===== config.mk =====
export PLATFORM = sky130hd
export DESIGN_NAME = dpc_host
export DESIGN_NICKNAME = d
export VERILOG_FILES = /design/src/hdl/dpc_pkg.sv /design/src/hdl/dpc_host.sv /design/src/hdl/dpc_sync.sv
export SDC_FILE = /design/constraint.sdc
export NUM_CORES = 1
export LEC_CHECK = 0
export BUFFER_PORTS_ARGS = -buffer_cell sky130_fd_sc_hd__buf_2
export CAP_MARGIN = 20
export CORE_ASPECT_RATIO = 1.75
export CORE_MARGIN = 2
export CORE_UTILIZATION = 35
export DETAILED_ROUTE_END_ITERATION = 7
export REMOVE_ABC_BUFFERS = 1
export SLEW_MARGIN = 20
export SYNTH_ARGS = -nofsm -noshare
export SYNTH_HDL_FRONTEND = slang
export SYNTH_SLANG_ARGS = --single-unit

===== constraint.sdc =====
create_clock -name sys_clk_i -period 2.3 [get_ports sys_clk_i]
set_clock_uncertainty 0.2 [all_clocks]
set_input_delay 0.23 -clock sys_clk_i [delete_from_list [all_inputs] [get_ports sys_clk_i]]
set_output_delay 0.23 -clock sys_clk_i [all_outputs]
set_load 0.02 [all_outputs]

===== src/hdl/dpc_pkg.sv =====
// shared constants for the two-port memory host controller
package dpc_pkg;
   localparam int unsigned CLK_MHZ = 200;
   localparam int unsigned ADDR_W = 13;
   localparam int unsigned DATA_W = 8;
   localparam logic [12:0] MAILBOX_ADDR = 13'h1FFE;
   localparam int unsigned T_READ_NS = 55;
   localparam int unsigned T_WRITE_NS = 45;
   localparam int unsigned T_RECOVER_NS = 5;
   localparam int unsigned SYNC_STAGES = 3;
   localparam int unsigned READ_CYC = (T_READ_NS * CLK_MHZ + 999) / 1000 + SYNC_STAGES;
   localparam int unsigned WRITE_CYC = (T_WRITE_NS * CLK_MHZ + 999) / 1000;
   localparam int unsigned RECOVER_CYC = (T_RECOVER_NS * CLK_MHZ + 999) / 1000;
   localparam logic [7:0] CNT_RST = 8'h00;
   localparam logic [7:0] DATA_RST = 8'h00;
   localparam logic [12:0] ADDR_RST = 13'h0000;
   typedef enum logic [2:0] {
      DPC_IDLE,
      DPC_SETUP,
      DPC_ACT,
      DPC_END,
      DPC_HOLD
   } dpc_state_type;
endpackage


===== src/hdl/dpc_host.sv =====
// host controller driving one port of a two-port static memory
// Notes on behaviour
// during any read the read/write line stays high throughout.
// flag reads use select-controlled access, never continuous address-driven reads.
// device writes while select and read/write both low; first rise ends it.
// read/write is high whenever the address lines change.
// device floats data lines during a write even with output enable low.
// writer's busy stays high; written data reaches the reading port.
// flag request: data bit zero low, chip select high, flag select low.
// all flags are released at start of operation.
// simultaneous flag requests: device grants exactly one port.
// simultaneous same-address access: busy goes low on exactly one port.
// slave configuration: active busy holds off the write until released.
// mailbox location for port interrupts is address 1FFE.
// master configuration: busy low on losing port on match, high on mismatch.
// flag read after own write returns the updated ownership value.
// array: chip select low, flag select high; flags: the reverse.
// write to other port's mailbox sets its interrupt; mailbox read clears it.
module dpc_host
   import dpc_pkg::*;
#(
   parameter int unsigned READ_CYCLES = READ_CYC,
   parameter int unsigned WRITE_CYCLES = WRITE_CYC,
   parameter int unsigned RECOVER_CYCLES = RECOVER_CYC
) (
   // clock and reset
   input wire logic sys_clk_i,
   input wire logic rst_i,
   // user request
   input wire logic req_i,
   input wire logic we_i,
   input wire logic flag_i,
   input wire logic [ADDR_W-1:0] addr_i,
   input wire logic [DATA_W-1:0] wdata_i,
   output logic ready_o,
   output logic done_o,
   output logic [DATA_W-1:0] rdata_o,
   output logic irq_o,
   // memory port pins
   output logic ce_n_o,
   output logic oe_n_o,
   output logic rw_n_o,
   output logic flag_select_n_o,
   output logic [ADDR_W-1:0] addr_o,
   output logic [DATA_W-1:0] data_o,
   output logic data_oe_o,
   input wire logic [DATA_W-1:0] data_i,
   input wire logic busy_n_i,
   input wire logic int_n_i
);
   dpc_state_type state_r, state_nxt;
   logic [7:0] cnt_r, cnt_nxt;
   logic we_r, we_nxt, flag_r, flag_nxt;
   logic ce_n_r, ce_n_nxt, oe_n_r, oe_n_nxt, rw_n_r, rw_n_nxt, fs_n_r, fs_n_nxt;
   logic [ADDR_W-1:0] addr_r, addr_nxt;
   logic [DATA_W-1:0] wdat_r, wdat_nxt, rdat_r, rdat_nxt;
   logic doe_r, doe_nxt, ready_r, ready_nxt, done_r, done_nxt, irq_r;
   logic [DATA_W-1:0] data_s;
   logic busy_n_s, int_n_s;
   logic [7:0] lim;

   dpc_sync #(.W(DATA_W), .RST_VAL(DATA_RST)) u_data_sync (
      .sys_clk_i(sys_clk_i),
      .rst_i(rst_i),
      .d_i(data_i),
      .q_o(data_s)
   );
   dpc_sync #(.W(2), .RST_VAL(2'h3)) u_ctl_sync (
      .sys_clk_i(sys_clk_i),
      .rst_i(rst_i),
      .d_i({busy_n_i, int_n_i}),
      .q_o({busy_n_s, int_n_s})
   );

   assign lim = we_r ? 8'(WRITE_CYCLES) : 8'(READ_CYCLES);

   always_comb begin
      state_nxt = state_r;
      cnt_nxt = cnt_r;
      we_nxt = we_r;
      flag_nxt = flag_r;
      ce_n_nxt = ce_n_r;
      oe_n_nxt = oe_n_r;
      rw_n_nxt = rw_n_r;
      fs_n_nxt = fs_n_r;
      addr_nxt = addr_r;
      wdat_nxt = wdat_r;
      rdat_nxt = rdat_r;
      doe_nxt = doe_r;
      ready_nxt = ready_r;
      done_nxt = 1'b0;
      case (state_r)
         DPC_IDLE: begin
            if (req_i && ready_r) begin
               // address moves only while deselected with read/write high
               addr_nxt = addr_i;
               we_nxt = we_i;
               flag_nxt = flag_i;
               wdat_nxt = wdata_i;
               ready_nxt = 1'b0;
               state_nxt = DPC_SETUP;
            end
         end
         DPC_SETUP: begin
            // select after address is stable: select-controlled access
            ce_n_nxt = flag_r;
            fs_n_nxt = ~flag_r;
            if (we_r) begin
               rw_n_nxt = 1'b0;
               doe_nxt = 1'b1;
            end else begin
               rw_n_nxt = 1'b1;
               oe_n_nxt = 1'b0;
            end
            cnt_nxt = CNT_RST;
            state_nxt = DPC_ACT;
         end
         DPC_ACT: begin
            if (!busy_n_s) begin
               // busy low restarts the timed pulse until it is released
               cnt_nxt = CNT_RST;
            end else if (cnt_r >= lim - 8'h01) begin
               // the select rising first terminates the write
               ce_n_nxt = 1'b1;
               fs_n_nxt = 1'b1;
               oe_n_nxt = 1'b1;
               if (!we_r) begin
                  rdat_nxt = data_s;
               end
               done_nxt = 1'b1;
               state_nxt = DPC_END;
            end else begin
               cnt_nxt = cnt_r + 8'h01;
            end
         end
         DPC_END: begin
            rw_n_nxt = 1'b1;
            cnt_nxt = CNT_RST;
            state_nxt = DPC_HOLD;
         end
         DPC_HOLD: begin
            doe_nxt = 1'b0;
            if (cnt_r >= 8'(RECOVER_CYCLES) - 8'h01) begin
               ready_nxt = 1'b1;
               state_nxt = DPC_IDLE;
            end else begin
               cnt_nxt = cnt_r + 8'h01;
            end
         end
         default: begin
            state_nxt = DPC_IDLE;
            ready_nxt = 1'b1;
         end
      endcase
   end

   always_ff @(posedge sys_clk_i) begin
      if (rst_i) begin
         state_r <= DPC_IDLE;
         cnt_r <= CNT_RST;
         we_r <= 1'b0;
         flag_r <= 1'b0;
         ce_n_r <= 1'b1;
         oe_n_r <= 1'b1;
         rw_n_r <= 1'b1;
         fs_n_r <= 1'b1;
         addr_r <= ADDR_RST;
         wdat_r <= DATA_RST;
         rdat_r <= DATA_RST;
         doe_r <= 1'b0;
         ready_r <= 1'b1;
         done_r <= 1'b0;
         irq_r <= 1'b0;
      end else begin
         state_r <= state_nxt;
         cnt_r <= cnt_nxt;
         we_r <= we_nxt;
         flag_r <= flag_nxt;
         ce_n_r <= ce_n_nxt;
         oe_n_r <= oe_n_nxt;
         rw_n_r <= rw_n_nxt;
         fs_n_r <= fs_n_nxt;
         addr_r <= addr_nxt;
         wdat_r <= wdat_nxt;
         rdat_r <= rdat_nxt;
         doe_r <= doe_nxt;
         ready_r <= ready_nxt;
         done_r <= done_nxt;
         irq_r <= ~int_n_s;
      end
   end

   assign ce_n_o = ce_n_r;
   assign oe_n_o = oe_n_r;
   assign rw_n_o = rw_n_r;
   assign flag_select_n_o = fs_n_r;
   assign addr_o = addr_r;
   assign data_o = wdat_r;
   assign data_oe_o = doe_r;
   assign ready_o = ready_r;
   assign done_o = done_r;
   assign rdata_o = rdat_r;
   assign irq_o = irq_r;

   // output enable low only with read/write high
   property p_read_rw_high;
      @(posedge sys_clk_i) disable iff (rst_i)
      !oe_n_r |-> rw_n_r && !doe_r;
   endproperty
   a_read_rw_high: assert property (p_read_rw_high) else $error("read with rw low");

   // address never moves while selected
   property p_select_ctl;
      @(posedge sys_clk_i) disable iff (rst_i)
      $changed(addr_r) |-> ce_n_r && fs_n_r && $past(ce_n_r) && $past(fs_n_r);
   endproperty
   a_select_ctl: assert property (p_select_ctl) else $error("address changed selected");

   // address changes only with read/write high
   property p_addr_rw;
      @(posedge sys_clk_i) disable iff (rst_i)
      $changed(addr_r) |-> rw_n_r && $past(rw_n_r);
   endproperty
   a_addr_rw: assert property (p_addr_rw) else $error("address changed rw low");

   // flag write: chip select high, data driven
   property p_flag_write;
      @(posedge sys_clk_i) disable iff (rst_i)
      (!fs_n_r && !rw_n_r) |-> ce_n_r && doe_r && $stable(data_o);
   endproperty
   a_flag_write: assert property (p_flag_write) else $error("bad flag write");

   // never both selects low
   property p_one_select;
      @(posedge sys_clk_i) disable iff (rst_i)
      !(ce_n_r == 1'b0 && fs_n_r == 1'b0);
   endproperty
   a_one_select: assert property (p_one_select) else $error("both selects low");

   // a write pulse ends with select rising, read/write one cycle later
   property p_write_end;
      @(posedge sys_clk_i) disable iff (rst_i)
      ($rose(ce_n_r) || $rose(fs_n_r)) && !rw_n_r |=> rw_n_r && doe_r ##1 !doe_r;
   endproperty
   a_write_end: assert property (p_write_end) else $error("write end order");
endmodule


===== src/hdl/dpc_sync.sv =====
// three-stage pin synchroniser with agreement filter
module dpc_sync
   import dpc_pkg::*;
#(
   parameter int unsigned W = 1,
   parameter logic [W-1:0] RST_VAL = '0
) (
   // clock and reset
   input wire logic sys_clk_i,
   input wire logic rst_i,
   // data
   input wire logic [W-1:0] d_i,
   output logic [W-1:0] q_o
);
   logic [W-1:0] s1_r, s2_r, s3_r, q_r;
   logic [W-1:0] q_nxt;

   // a bit changes only once stage two and three agree
   always_comb begin
      for (int i = 0; i < W; i++) begin
         q_nxt[i] = (s2_r[i] == s3_r[i]) ? s3_r[i] : q_r[i];
      end
   end

   always_ff @(posedge sys_clk_i) begin
      if (rst_i) begin
         s1_r <= RST_VAL;
         s2_r <= RST_VAL;
         s3_r <= RST_VAL;
         q_r <= RST_VAL;
      end else begin
         s1_r <= d_i;
         s2_r <= s1_r;
         s3_r <= s2_r;
         q_r <= q_nxt;
      end
   end

   assign q_o = q_r;
endmodule


After elaboration in Yosys (flattened, before gate mapping)
Index checks and enable logic that the tools add are counted.
{"block": "classes", "n_bitwise": 6, "magnitude_cmp": 2, "n_mux": 24, "addsub": 2, "n_reduce_logical": 17, "eq_ne": 22}
{"cell": "$mux 8", "n": 3}
{"cell": "$pmux 8 s3", "n": 1}
{"cell": "$mux 3", "n": 5}
{"cell": "$pmux 3 s5", "n": 1}
{"cell": "$ne 2x2->1 const B", "n": 6}
{"cell": "$reduce_and 4->1", "n": 3}
{"cell": "$eq 1x1->1", "n": 10}
{"cell": "$pmux 1 s2", "n": 5}
{"cell": "$reduce_and 3->1", "n": 3}
{"cell": "$add 8x1->8 const B", "n": 1}
{"cell": "$ge 8x1->1 const B", "n": 1}
{"cell": "$ge 8x8->1", "n": 1}
{"cell": "$mux 1", "n": 8}
{"cell": "$eq 3x2->1 const B", "n": 2}
{"cell": "$not 1->1", "n": 6}
{"cell": "$reduce_bool 2->1", "n": 3}
{"cell": "$reduce_or 3->1", "n": 2}
{"cell": "$sub 4x1->5 const B", "n": 1}
{"cell": "$reduce_and 2->1", "n": 2}
{"cell": "$eq 3x1->1 const B", "n": 1}
{"cell": "$eq 3x3->1 const B", "n": 1}
{"cell": "$logic_not 3->1", "n": 1}
{"cell": "$ne 3x3->1 const B", "n": 1}
{"cell": "$pmux 1 s3", "n": 1}
{"cell": "other kinds (4)", "n": 4}
{"block": "totals", "inputBits": 36, "out_inout_bits": 37, "reg_bits": 90, "wordCells": 104}

Longest topological paths before layout
Gate-level depths: netlist (run 1).
{"block": "depth", "word_depth": 6, "depth_mapped": 7, "depth_no_buf": 6}

Modules after synthesis
A second synthesis (run 1) with hierarchy kept.
{"block": "unflattened", "cells_unflattened": 337, "hier_area_um2": 3193.1}
{"mod": "dpc_host", "n_inst": 1, "cells_each": 234, "seq_area_each_um2": 1001.0, "area_each_um2": 2039.5}
{"mod": "dpc_sync (u_data_sync)", "n_inst": 1, "cells_each": 83, "seq_area_each_um2": 640.6, "area_each_um2": 923.4}
{"mod": "dpc_sync (u_ctl_sync)", "n_inst": 1, "cells_each": 20, "seq_area_each_um2": 160.2, "area_each_um2": 230.2}

Least setup slack after synthesis (run 1)
Ideal clock, no wire load.
{"block": "synth_path", "path_kind": "register to register", "from": "reg we_r", "to": "reg rdat_r[0] (netlist: rdata_o[0])", "required_ns": 1.981, "setup_ns": 0.119, "t_arrival_ns": 1.644, "path_buffers": 1, "period_less_slack_ns": 1.963, "path_stages_with_launch": 8, "path_slack_ns": 0.337, "path_cell_list": "dfxtp_1 -> inv_1 -> ha_1 -> nor4b_1 -> o21ai_1 -> and3_1 -> buf_6 -> mux2i_1"}
{"block": "synth_between", "elab_chain_len": 4, "word_cells_on_any_way": 5, "cone_classes": "add/sub (1); order compare (1); mux (1); bitwise (1); reduce/logical (1)"}
{"item": "start, declared", "line_no": "dpc_host.sv:53", "rtl": "logic we_r, we_nxt, flag_r, flag_nxt;"}
{"item": "start signal, assigned", "line_no": "dpc_host.sv:177", "rtl": "we_r <= we_nxt;"}
{"item": "$mux 3", "line_no": "dpc_host.sv:75", "rtl": "assign lim = we_r ? 8'(WRITE_CYCLES) : 8'(READ_CYCLES);"}
{"item": "$sub 4x1->5", "line_no": "dpc_host.sv:122", "rtl": "end else if (cnt_r >= lim - 8'h01) begin"}
{"item": "$ge 8x8->1", "line_no": "dpc_host.sv:122"}
{"item": "$reduce_and 4->1 (no source line) *"}
{"item": "end signal, assigned", "line_no": "dpc_host.sv:185", "rtl": "rdat_r <= rdat_nxt;"}
{"item": "end, declared", "line_no": "dpc_host.sv:56", "rtl": "logic [DATA_W-1:0] wdat_r, wdat_nxt, rdat_r, rdat_nxt;"}
Mark *: on every way between the ends. The rest lies on a longest branch, timed or not.
A chain may end at the register's enable or synchronous reset.

Worst setup path after layout (run 1)
{"block": "layout_path", "from": "reg we_r", "to": "reg cnt_r[0]"}
{"block": "layout_between", "elab_chain_len": 5}
{"item": "$mux 3", "line_no": "dpc_host.sv:75"}
{"item": "$sub 4x1->5", "line_no": "dpc_host.sv:122"}
{"item": "$ge 8x8->1", "line_no": "dpc_host.sv:122"}
{"item": "$ne 3x3->1 (no source line)"}
{"item": "$reduce_and 3->1 (no source line)"}
{"item": "end signal, assigned", "line_no": "dpc_host.sv:176", "rtl": "cnt_r <= cnt_nxt;"}
{"item": "end, declared", "line_no": "dpc_host.sv:52", "rtl": "logic [7:0] cnt_r, cnt_nxt;"}
Every way passes these cells.

==> impl_metrics.json, run 1 <==
{
  "area_growth_pct": 35.7,
  "cp_max_fo": 6,
  "final-hold-violation-count": 0,
  "start_util": 0.362,
  "cp_top_family": "simple AND/OR/NAND/NOR gates",
  "max_freq_mhz": 449,
  "cp.required_ps": 2380,
  "post_cts_buffers": 0,
  "yosysUniqueCellTypes": 41,
  "arrival_ps": 2310,
  "hpwlAfterDp_um": 4380,
  "via_count": 2550,
  "slew_viol_final": 0,
  "drc": 0,
  "htreeDepth": 3,
  "cp-start-kind": "flop",
  "netlist_instances": 331,
  "grt_max_degree": 54,
  "synth_area_um2": 3160,
  "viasPerCell": 4.58,
  "grtUsageTotal": 0.148,
  "place_congestion": 0.838,
  "core_area_um2": 8730,
  "core.rowCount": 45,
  "cellLeakagePower_nw": 1.74,
  "clk_pin_slew_ps": 60,
  "reg2reg_depth": 7,
  "setup_slack_ps": 73.8,
  "root_buffer": "clkbuf_16",
  "fin_crit_ps": 2230,
  "hp-class": "input pin to flop",
  "power_density_nw_per_um2": 839,
  "wl_um": 6760,
  "antenna_cells": 0,
  "drive_above_1_share": 0.248,
  "tritoncts": "yes",
  "slew_headroom": 0.652,
  "worstSetupStartpoint": "we_r",
  "grt_pass1_wl_um": 11000,
  "fin_setup_tns_ps": 0,
  "clkSinkCount": 90,
  "dpl_cell_area_um2": 3620,
  "reg2reg_slack_ps": 70,
  "r2r_end": "cnt_r[0]",
  "maxCapViolations": 0,
  "die_w_um": 75.8,
  "pre_cts_slack_ps": 146,
  "grt_pass1_vias": 2490,
  "worst_pin_slew_ps": 517,
  "design_area_um2": 4280,
  "insertion_delay_ps": 340,
  "ios": 73,
  "setup_viol": 0,
  "slowest_delay_ps": 430,
  "status": "finished clean",
  "syn_avg_cell_area_um2": 9.54,
  "slowest_stage": "dfxtp_1",
  "path_buf_inv": 2,
  "synth_seq_area_share": 0.571,
  "drtPass1Iterations": 4,
  "reg2reg_from": "we_r",
  "layout_common_cells": "dfxtp_1, buf_2, nand2_1, a21oi_1, dlygate4sd3_1",
  "port_buffers": 72,
  "crit_type": "flop to flop",
  "die_y_um": 130,
  "first_iter_violations": 117,
  "cts_buffer_depth": 2,
  "cp.depth": 7,
  "irDropWorstVdd_v": 0.000468,
  "grt_antenna_before_repair": 0,
  "wl_per_cell_um": 12.1,
  "ys_warn_count": 0,
  "end_kind": "flop",
  "numCtsBuffers": 9,
  "synth-seq-cells": 90,
  "post-route-period-util": 0.968,
  "final_common_cell": "dfxtp_1",
  "endpoint": "cnt_r[0]",
  "crit_chain": "inv_1, ha_1, nor4b_2, o21ai_1, buf_4, nor4b_1, a31o_2",
  "die_area_um2": 9830,
  "nets": 474,
  "drtAntennaViolNets": 0,
  "gr-total-overflow": 0
}
-- worst min-delay path by stage --
stage,start,endpoint,slack [ps],depth (start not counted)
after floorplan,rst_i,irq_o,100,1
after global placement,u_ctl_sync.s1_r[0],u_ctl_sync.s2_r[0],200,1
after detailed placement,u_ctl_sync.s1_r[0],u_ctl_sync.s2_r[0],200,1
after CTS,rst_i,addr_o[0],80,2
after global routing,rst_i,we_r,110,2
final,rst_i,addr_o[0],80,2
-- where the power goes --
group | total, W | switching [W] | internal [W]
logic | 0.000374 | 0.000203 | 0.000172
clock network | 0.00154 | 0.000593 | 0.000951
registers | 0.00167 | 0.0000457 | 0.00163
-- cells by family (layout without fill, tap and decap cells) --
logic type / after synthesis / in the layout / share of synthesized area
XOR/XNOR: 1 / 1 / 0.00277
flip-flops: 90 / 90 / 0.571
adder cells (fa/ha/maj): 3 / 3 / 0.0119
buffers and inverters: 22 / 131 / 0.0361
AND/OR/NAND/NOR: 142 / 142 / 0.239
AO/OA/AOI/OAI: 65 / 65 / 0.114
multiplexers: 8 / 8 / 0.0254
-- metal layers --
| layer | track usage | vias to the layer above | wire length (um) |
|---|---|---|---|
| met1 | 0.162 | 1162 | 2690 |
| li1 | - | 1307 | - |
| met5 | 0 | - | 0 |
| met3 | 0.0420 | 22 | 298 |
| met2 | 0.245 | 59 | 3520 |
| met4 | 0.0877 | 0 | 252 |
-- worst reg2reg max path: stages (launching register included) --
cell	delay [ps]
dfxtp_1	430
inv_1	90
ha_1	290
nor4b_2	390
o21ai_1	160
buf_4	190
nor4b_1	280
a31o_2	150
-- final cells by class --
type / instances / area, um2
fillers: 838 / 4440
multi-input cells: 219 / 1250
clock buffers: 9 / 225
repair buffers: 111 / 748
well taps: 117 / 146
clock inverters: 7 / 92.6
inverters: 4 / 15.0
flip-flops and latches: 90 / 1800
-- cell usage after synthesis --
cell type	instances	area share
dfxtp_1	90	0.57
nand2_1	59	0.070
a21oi_1	36	0.057
nor2b_1	26	0.052
nand2b_1	17	0.034
o21ai_0	15	0.024
clkbuf_1	10	0.012
nor2_1	9	0.011
mux2i_1	8	0.025
or2_2	6	0.012
buf_2	4	0.0063
inv_1	4	0.0048
nor3b_1	4	0.0095
and2_1	3	0.0059
buf_6	3	0.011
ha_1	3	0.012
o21bai_1	3	0.0071
a31o_2	2	0.0055
a31oi_1	2	0.0040
nand3b_1	2	0.0048
nor3_1	2	0.0032
nor4_1	2	0.0040
nor4b_1	2	0.0055
o211ai_1	2	0.0048
a211o_1	1	0.0028
a21o_1	1	0.0024
and2b_2	1	0.0028
and3_1	1	0.0020
and4b_1	1	0.0032
buf_4	1	0.0024
nand2b_4	1	0.0044
nand3_1	1	0.0016
nand4_1	1	0.0020
nand4b_1	1	0.0028
nor3_2	1	0.0032
o2111ai_1	1	0.0028
o21ai_1	1	0.0016
o31ai_1	1	0.0024
or4b_1	1	0.0032
or4b_2	1	0.0032
xnor2_1	1	0.0028
-- registers in the layout, indices dropped and copies added (netlist names), 8 cells and up --
signal            count
addr_o               13
cnt_r                 8
data_o                8
rdata_o               8
u_data_sync.q_o       8
u_data_sync.s1_r      8
u_data_sync.s2_r      8
u_data_sync.s3_r      8
-- stage by stage --
| step | power (W) | hold WS [ps] | utilization | cells |
|---|---|---|---|---|
| after floorplan | 0.00189 | 96.7 | - | 313 |
| after global placement | 0.00203 | 197 | 0.415 | 508 |
| after detailed placement | 0.00203 | 198 | 0.415 | 508 |
| after CTS | 0.00363 | 77.7 | 0.489 | 557 |
| after global routing | 0.00375 | 107 | 0.491 | 557 |
| final | 0.00359 | 80.1 | 0.491 | 557 |
-- repair_timing --
item	4_1_cts	5_1_grt
endpoints found under the setup margin	0	12
hold endpoints to repair	33	0
hold buffers	33	0
resized for setup	0	3
No activity file was read; power rests on OpenSTA's default activity.
==> inputs of run 2 (changes only) <==
- GPL_TIMING_DRIVEN: not set -> 0
- SYNTH_HIERARCHICAL: not set -> 1
==> run 2 against run 1 <==
Combinational power decreased by 4%. Fmax grew 0.64%. Global-route usage fell by 0.84 points. Critical path type unchanged. Largest cell class unchanged.
==> impl_metrics.json, run 2 <==
{
  "rsz0062_at_grt": "yes",
  "die_area_um2": 9930,
  "place_congestion": 0.818,
  "first_iter_violations": 114,
  "comb_power_share": 0.103,
  "synth_seq_area_share": 0.564,
  "hold_start": "req_i",
  "n_fill_cell": 910,
  "clkPwrFrac": 0.413,
  "cellLeakagePower_nw": 1.74,
  "synthArstFlopShare": 0,
  "switchingPower_w": 0.000807,
  "fin_crit_ps": 2210,
  "htreeDepth": 3,
  "ys_warn_count": 6,
  "worst_pin_slew_ps": 808,
  "utilization": 0.469,
  "layout_common_cells": "dfxtp_1, nand2_1, buf_2, a21oi_1, dlygate4sd3_1",
  "ios": 73,
  "area_growth_pct": 31.9,
  "clkSinkCount": 90,
  "hp-class": "input pin to flop",
  "reg2reg_slack_ps": 90,
  "grt_pass1_wl_um": 11000,
  "switching_share": 0.233,
  "clk_pin_slew_ps": 60,
  "maxCapViolations": 0,
  "irDropWorstVdd_v": 0.000478,
  "nets": 474,
  "slew_viol_final": 0,
  "netlist_instances": 337,
  "viasPerCell": 4.60,
  "register_area_um2": 1800,
  "fin_total_pwr_w": 0.00346,
  "drtAntennaViolNets": 0,
  "numCtsBuffers": 9,
  "core.rowCount": 46,
  "die_w_um": 76.2,
  "top_layer": "met4",
  "status": "finished clean",
  "port_buffers": 72,
  "grt_max_degree": 76,
  "p_int_w": 0.00265,
  "post_cts_buffers": 0,
  "yosysUniqueCellTypes": 42,
  "synth_common_cells": "dfxtp_1, nand2_1, a21oi_1",
  "wl_per_cell_um": 11.8,
  "min_to": "state_r[0]",
  "synth-seq-cells": 90,
  "antenna_cells": 0,
  "wl_um": 6610,
  "met1_length_um": 2630,
  "cp.required_ps": 2360,
  "reg2reg_from": "we_r",
  "max_freq_mhz": 452,
  "cts_buffer_depth": 2,
  "post-route-period-util": 0.962,
  "synth_top_area_frac": 0.564,
  "synth_area_um2": 3190,
  "min_path_cells": 4,
  "setup_viol": 0,
  "slew_headroom": 0.462,
  "core_area_um2": 8980,
  "start_util": 0.356,
  "largest_reg_flops": 13,
  "drc": 0,
  "root_buffer": "clkbuf_16",
  "yosysMostFrequentCell": "dfxtp_1",
  "die_y_um": 130,
  "reg2reg_depth": 6,
  "synth_edf_count": 0,
  "power_density_nw_per_um2": 821,
  "ys_top_cells_by_area": "dfxtp_1, nand2_1, a21oi_1",
  "final-hold-violation-count": 0,
  "insertion_delay_ps": 330,
  "cp_max_fo": 12,
  "r2r_end": "rdata_o[6]",
  "end_kind": "flop",
  "multi_input_area_um2": 1250,
  "drtPass1Iterations": 4,
  "synth_top_area_cell": "dfxtp_1",
  "cp-start-kind": "flop",
  "grtUsageTotal": 0.139,
  "arrival_ps": 2270,
  "drive_above_1_share": 0.219,
  "final_common_cell": "dfxtp_1",
  "tritoncts": "yes",
  "wl_met2_um": 3510,
  "hpwlAfterDp_um": 4330,
  "met3_wirelength_um": 237,
  "grt_pass1_vias": 2548,
  "seqPwrFrac": 0.484,
  "grt_antenna_before_repair": 0,
  "via_count": 2573,
  "crit_type": "flop to flop",
  "synth_flop_cell": "dfxtp_1",
  "gr-total-overflow": 0,
  "syn_avg_cell_area_um2": 9.47
}
run 2: cell types whose count changed after synthesis, sizes merged, moves of 2 or more:
cell / previous run / this run
or4b: 2 / 0
o311ai: 0 / 2
nand4: 1 / 3
nor3b: 4 / 0
a31o: 2 / 0
clkbuf: 10 / 7
nor2: 9 / 12
nand2b: 18 / 5
nand2: 59 / 76
buf: 8 / 12
run 2: cells by family after synthesis:
logic type | Yosys count | share of synthesized area
DFF | 90 | 0.564
muxes | 8 | 0.0251
buffers and inverters | 23 | 0.0470
xor gates and xnor gates | 1 | 0.00274
AOI/OAI and AO/OA | 67 | 0.120
and+or+nand+nor | 145 | 0.229
adders and majority gates | 3 | 0.0118
run 2: repair_timing:
action,CTS,global route
gates resized for setup,2,1
hold buffers,33,0
endpoints found under the setup margin,9,9
hold endpoints to repair,33,0
run 2: final cells by class:
cell class / instances / area share
Clock buffer: 11 / 0.0576
Clock inverter: 4 / 0.0122
Multi-Input combinational cell: 224 / 0.296
Tap cell: 120 / 0.0356
Inverter: 4 / 0.00356
Timing Repair Buffer: 106 / 0.167
Sequential cell: 90 / 0.428
run 2: critical path, cell delays in order, from the launching register on:
cell,delay (ps)
dfxtp_1,400
inv_1,100
ha_1,300
nor4b_2,50
o21ai_2,390
and3_2,470
mux2i_1,230
run 2: worst max path at each step:
stage / start / cells after the start / end / slack [ps]
floorplan: we_r / 6 / rdata_o[0] / 170
global placement: rst_i / 4 / cnt_r[3] / -320
detailed placement: we_r / 6 / rdata_o[6] / -300
CTS: cnt_r[0] / 6 / cnt_r[1] / 40
global route: we_r / 6 / rdata_o[3] / -60
finish: we_r / 6 / rdata_o[6] / 90
run 2: per-stage QoR:
stage / setup TNS [ps] / std cells / area (um2) / hold WS, ps / setup slack (ps)
3_3_place_gp: -2890 / 510 / 3570 / 190 / -323
3_5_place_dp: -2370 / 511 / 3580 / 195 / -300
2_1_floorplan: 0 / 318 / 3060 / 99.1 / 166
4_1_cts: 0 / 559 / 4210 / 125 / 41.3
6_report: 0 / 559 / 4210 / 133 / 88.0
5_1_grt: -258 / 559 / 4210 / 161 / -57.7
run 2: layer usage:
layer / vias up / global-route usage
met5: - / 0
met4: 0 / 0.0941
met3: 13 / 0.0353
met2: 57 / 0.258
met1: 1190 / 0.137
li1: 1313 / -
run 2: power groups by stage:
stage	Combinational [W]	Sequential (W)	Clock, W
6_report	0.000358	0.00167	0.00143
5_1_grt	0.000399	0.00168	0.00153
4_1_cts	0.000362	0.00167	0.00147
3_5_place_dp	0.000317	0.00171	0
3_3_place_gp	0.000304	0.00170	0
2_1_floorplan	0.000139	0.00175	0
==> inputs of run 3 (changes only) <==
- CAP_MARGIN: 20 -> 15
- CELL_PAD_IN_SITES_DETAIL_PLACEMENT: not set -> 1
- CELL_PAD_IN_SITES_GLOBAL_PLACEMENT: not set -> 1
- PLACE_DENSITY_LB_ADDON: not set -> 0.1
==> run 3 against run 2 <==
Sequential power about the same. Critical path depth unchanged. Worst hold slack improved by 15 ps. Via count increased by 1.4%. Register-to-register slack improved by 20 ps. Total power increased by 1.9%. Final cell count increased by 0.18%. Setup slack improved by 23 ps. First-iteration DRC count decreased by 33%. Fmax increased by 1.0%. Wire length increased by 14%. Critical path type unchanged. Highest routed layer unchanged.
==> impl_metrics.json, run 3 (synthesis results as in run 2) <==
{
  "grt.met3_usage": 0.0380,
  "gr-usage-met2": 0.296,
  "status": "finished clean",
  "clkSinkCount": 90,
  "die_area_um2": 9930,
  "die_w_um": 76.2,
  "drtPass1Iterations": 4,
  "nets": 474,
  "die_y_um": 130,
  "largest_reg_flops": 13,
  "max_freq_mhz": 457,
  "gr-total-overflow": 0,
  "crit_chain": "inv_1, ha_1, nor4b_4, o21ai_4, or3_1, a311oi_1",
  "via_count": 2608,
  "start_util": 0.356,
  "grt_max_degree": 76,
  "setup_slack_ps": 111,
  "setup_viol": 0,
  "end_kind": "flop",
  "htreeDepth": 3,
  "drive_above_1_share": 0.223,
  "n_fill_cell": 1084,
  "cp_max_fo": 12,
  "cellLeakagePower_nw": 1.75,
  "wl_per_cell_um": 13.4,
  "final-hold-violation-count": 0,
  "power_density_nw_per_um2": 830,
  "fin_crit_ps": 2190,
  "layout_common_cells": "dfxtp_1, nand2_1, buf_2, a21oi_1, dlygate4sd3_1",
  "wl_um": 7500,
  "drc": 0,
  "grtUsageTotal": 0.161,
  "worst_pin_slew_ps": 839,
  "pre_cts_slack_ps": -451,
  "hpwlAfterDp_um": 4840,
  "ios": 73,
  "cp.required_ps": 2350,
  "post_cts_buffers": 0,
  "slowest_delay_ps": 410,
  "clk_pin_slew_ps": 60,
  "slew_headroom": 0.440,
  "busiest_layer": "met2",
  "grt_pass1_wl_um": 12500,
  "grt_antenna_before_repair": 0,
  "drtAntennaViolNets": 0,
  "fin_setup_tns_ps": 0,
  "first_iter_violations": 76,
  "met1_usage": 0.169,
  "slowest_stage": "or3_1",
  "antenna_cells": 0,
  "port_buffers": 72,
  "root_buffer": "clkbuf_16",
  "hp-class": "input pin to flop",
  "post-route-period-util": 0.952,
  "core.rowCount": 46,
  "final_common_cell": "dfxtp_1",
  "slew_viol_final": 0,
  "multi_input_area_um2": 1270,
  "area_growth_pct": 33.0,
  "cts_buffer_depth": 2,
  "numCtsBuffers": 9,
  "crit_type": "flop to flop",
  "maxCapViolations": 0,
  "arrival_ps": 2230,
  "tritoncts": "yes",
  "place_congestion": 0.790,
  "cp-start-kind": "flop",
  "grt_pass1_vias": 2684,
  "viasPerCell": 4.66,
  "core_area_um2": 8980,
  "insertion_delay_ps": 340,
  "irDropWorstVdd_v": 0.000406,
  "register_area_um2": 1800
}
[run 3: final timing paths]
check	slack (ps)	start	endpoint	depth (start not counted)
hold reg to reg	210	u_ctl_sync/s1_r[0]	u_ctl_sync/s2_r[0]	1
setup reg to reg	110	we_r	cnt_r[1]	6
setup / recovery	110	we_r	cnt_r[1]	6
hold / removal	150	req_i	state_r[0]	4
[run 3: routing by layer]
metal | wire length (um) | part of all wire
met4 | 169 | 0.023
met2 | 4090 | 0.54
met5 | 0 | 0
met3 | 234 | 0.031
met1 | 3010 | 0.40
[run 3: report_power, final]
part	internal (W)	leakage (nW)	total [W]	switching, W
Combinational	0.000160	0.868	0.000369	0.000209
Sequential	0.00163	0.736	0.00167	0.0000456
Clock	0.000877	0.142	0.00148	0.000604
Total	0.00267	1.75	0.00352	0.000858
[run 3: stage by stage]
| step | total power [W] | util | instance area [um2] | hold slack (ps) | std cells |
|---|---|---|---|---|---|
| final | 0.00352 | 0.473 | 4250 | 148 | 560 |
| after global routing | 0.00369 | 0.473 | 4250 | 182 | 560 |
| after CTS | 0.00357 | 0.470 | 4220 | 121 | 560 |
| after detailed placement | 0.00203 | 0.399 | 3580 | 195 | 511 |
| after global placement | 0.00202 | 0.397 | 3570 | 187 | 510 |
| after floorplan | 0.00189 | - | 3060 | 99.1 | 318 |
[run 3: critical path: cells and delay by family, from the launching register on]
family	cells	cell delay [ps]
simple gates	2	680
compound gates	2	410
flops	1	390
fa+ha+maj	1	310
buf+inv	1	100
[run 3: final cells by class]
| class | count | area share |
|---|---|---|
| clock buffers | 11 | 0.0572 |
| clock inverters | 5 | 0.0147 |
| inverters | 4 | 0.00354 |
| multi-input cells | 224 | 0.298 |
| flip-flops and latches | 90 | 0.425 |
| well taps | 120 | 0.0354 |
| repair buffers | 106 | 0.166 |
[run 3: what timing repair did]
item,in CTS,in global routing
resized for setup,3,4
hold buffers,33,0
endpoints found under the setup margin,9,9
gates cloned,0,0
pin swaps,0,1
hold endpoints to repair,33,0
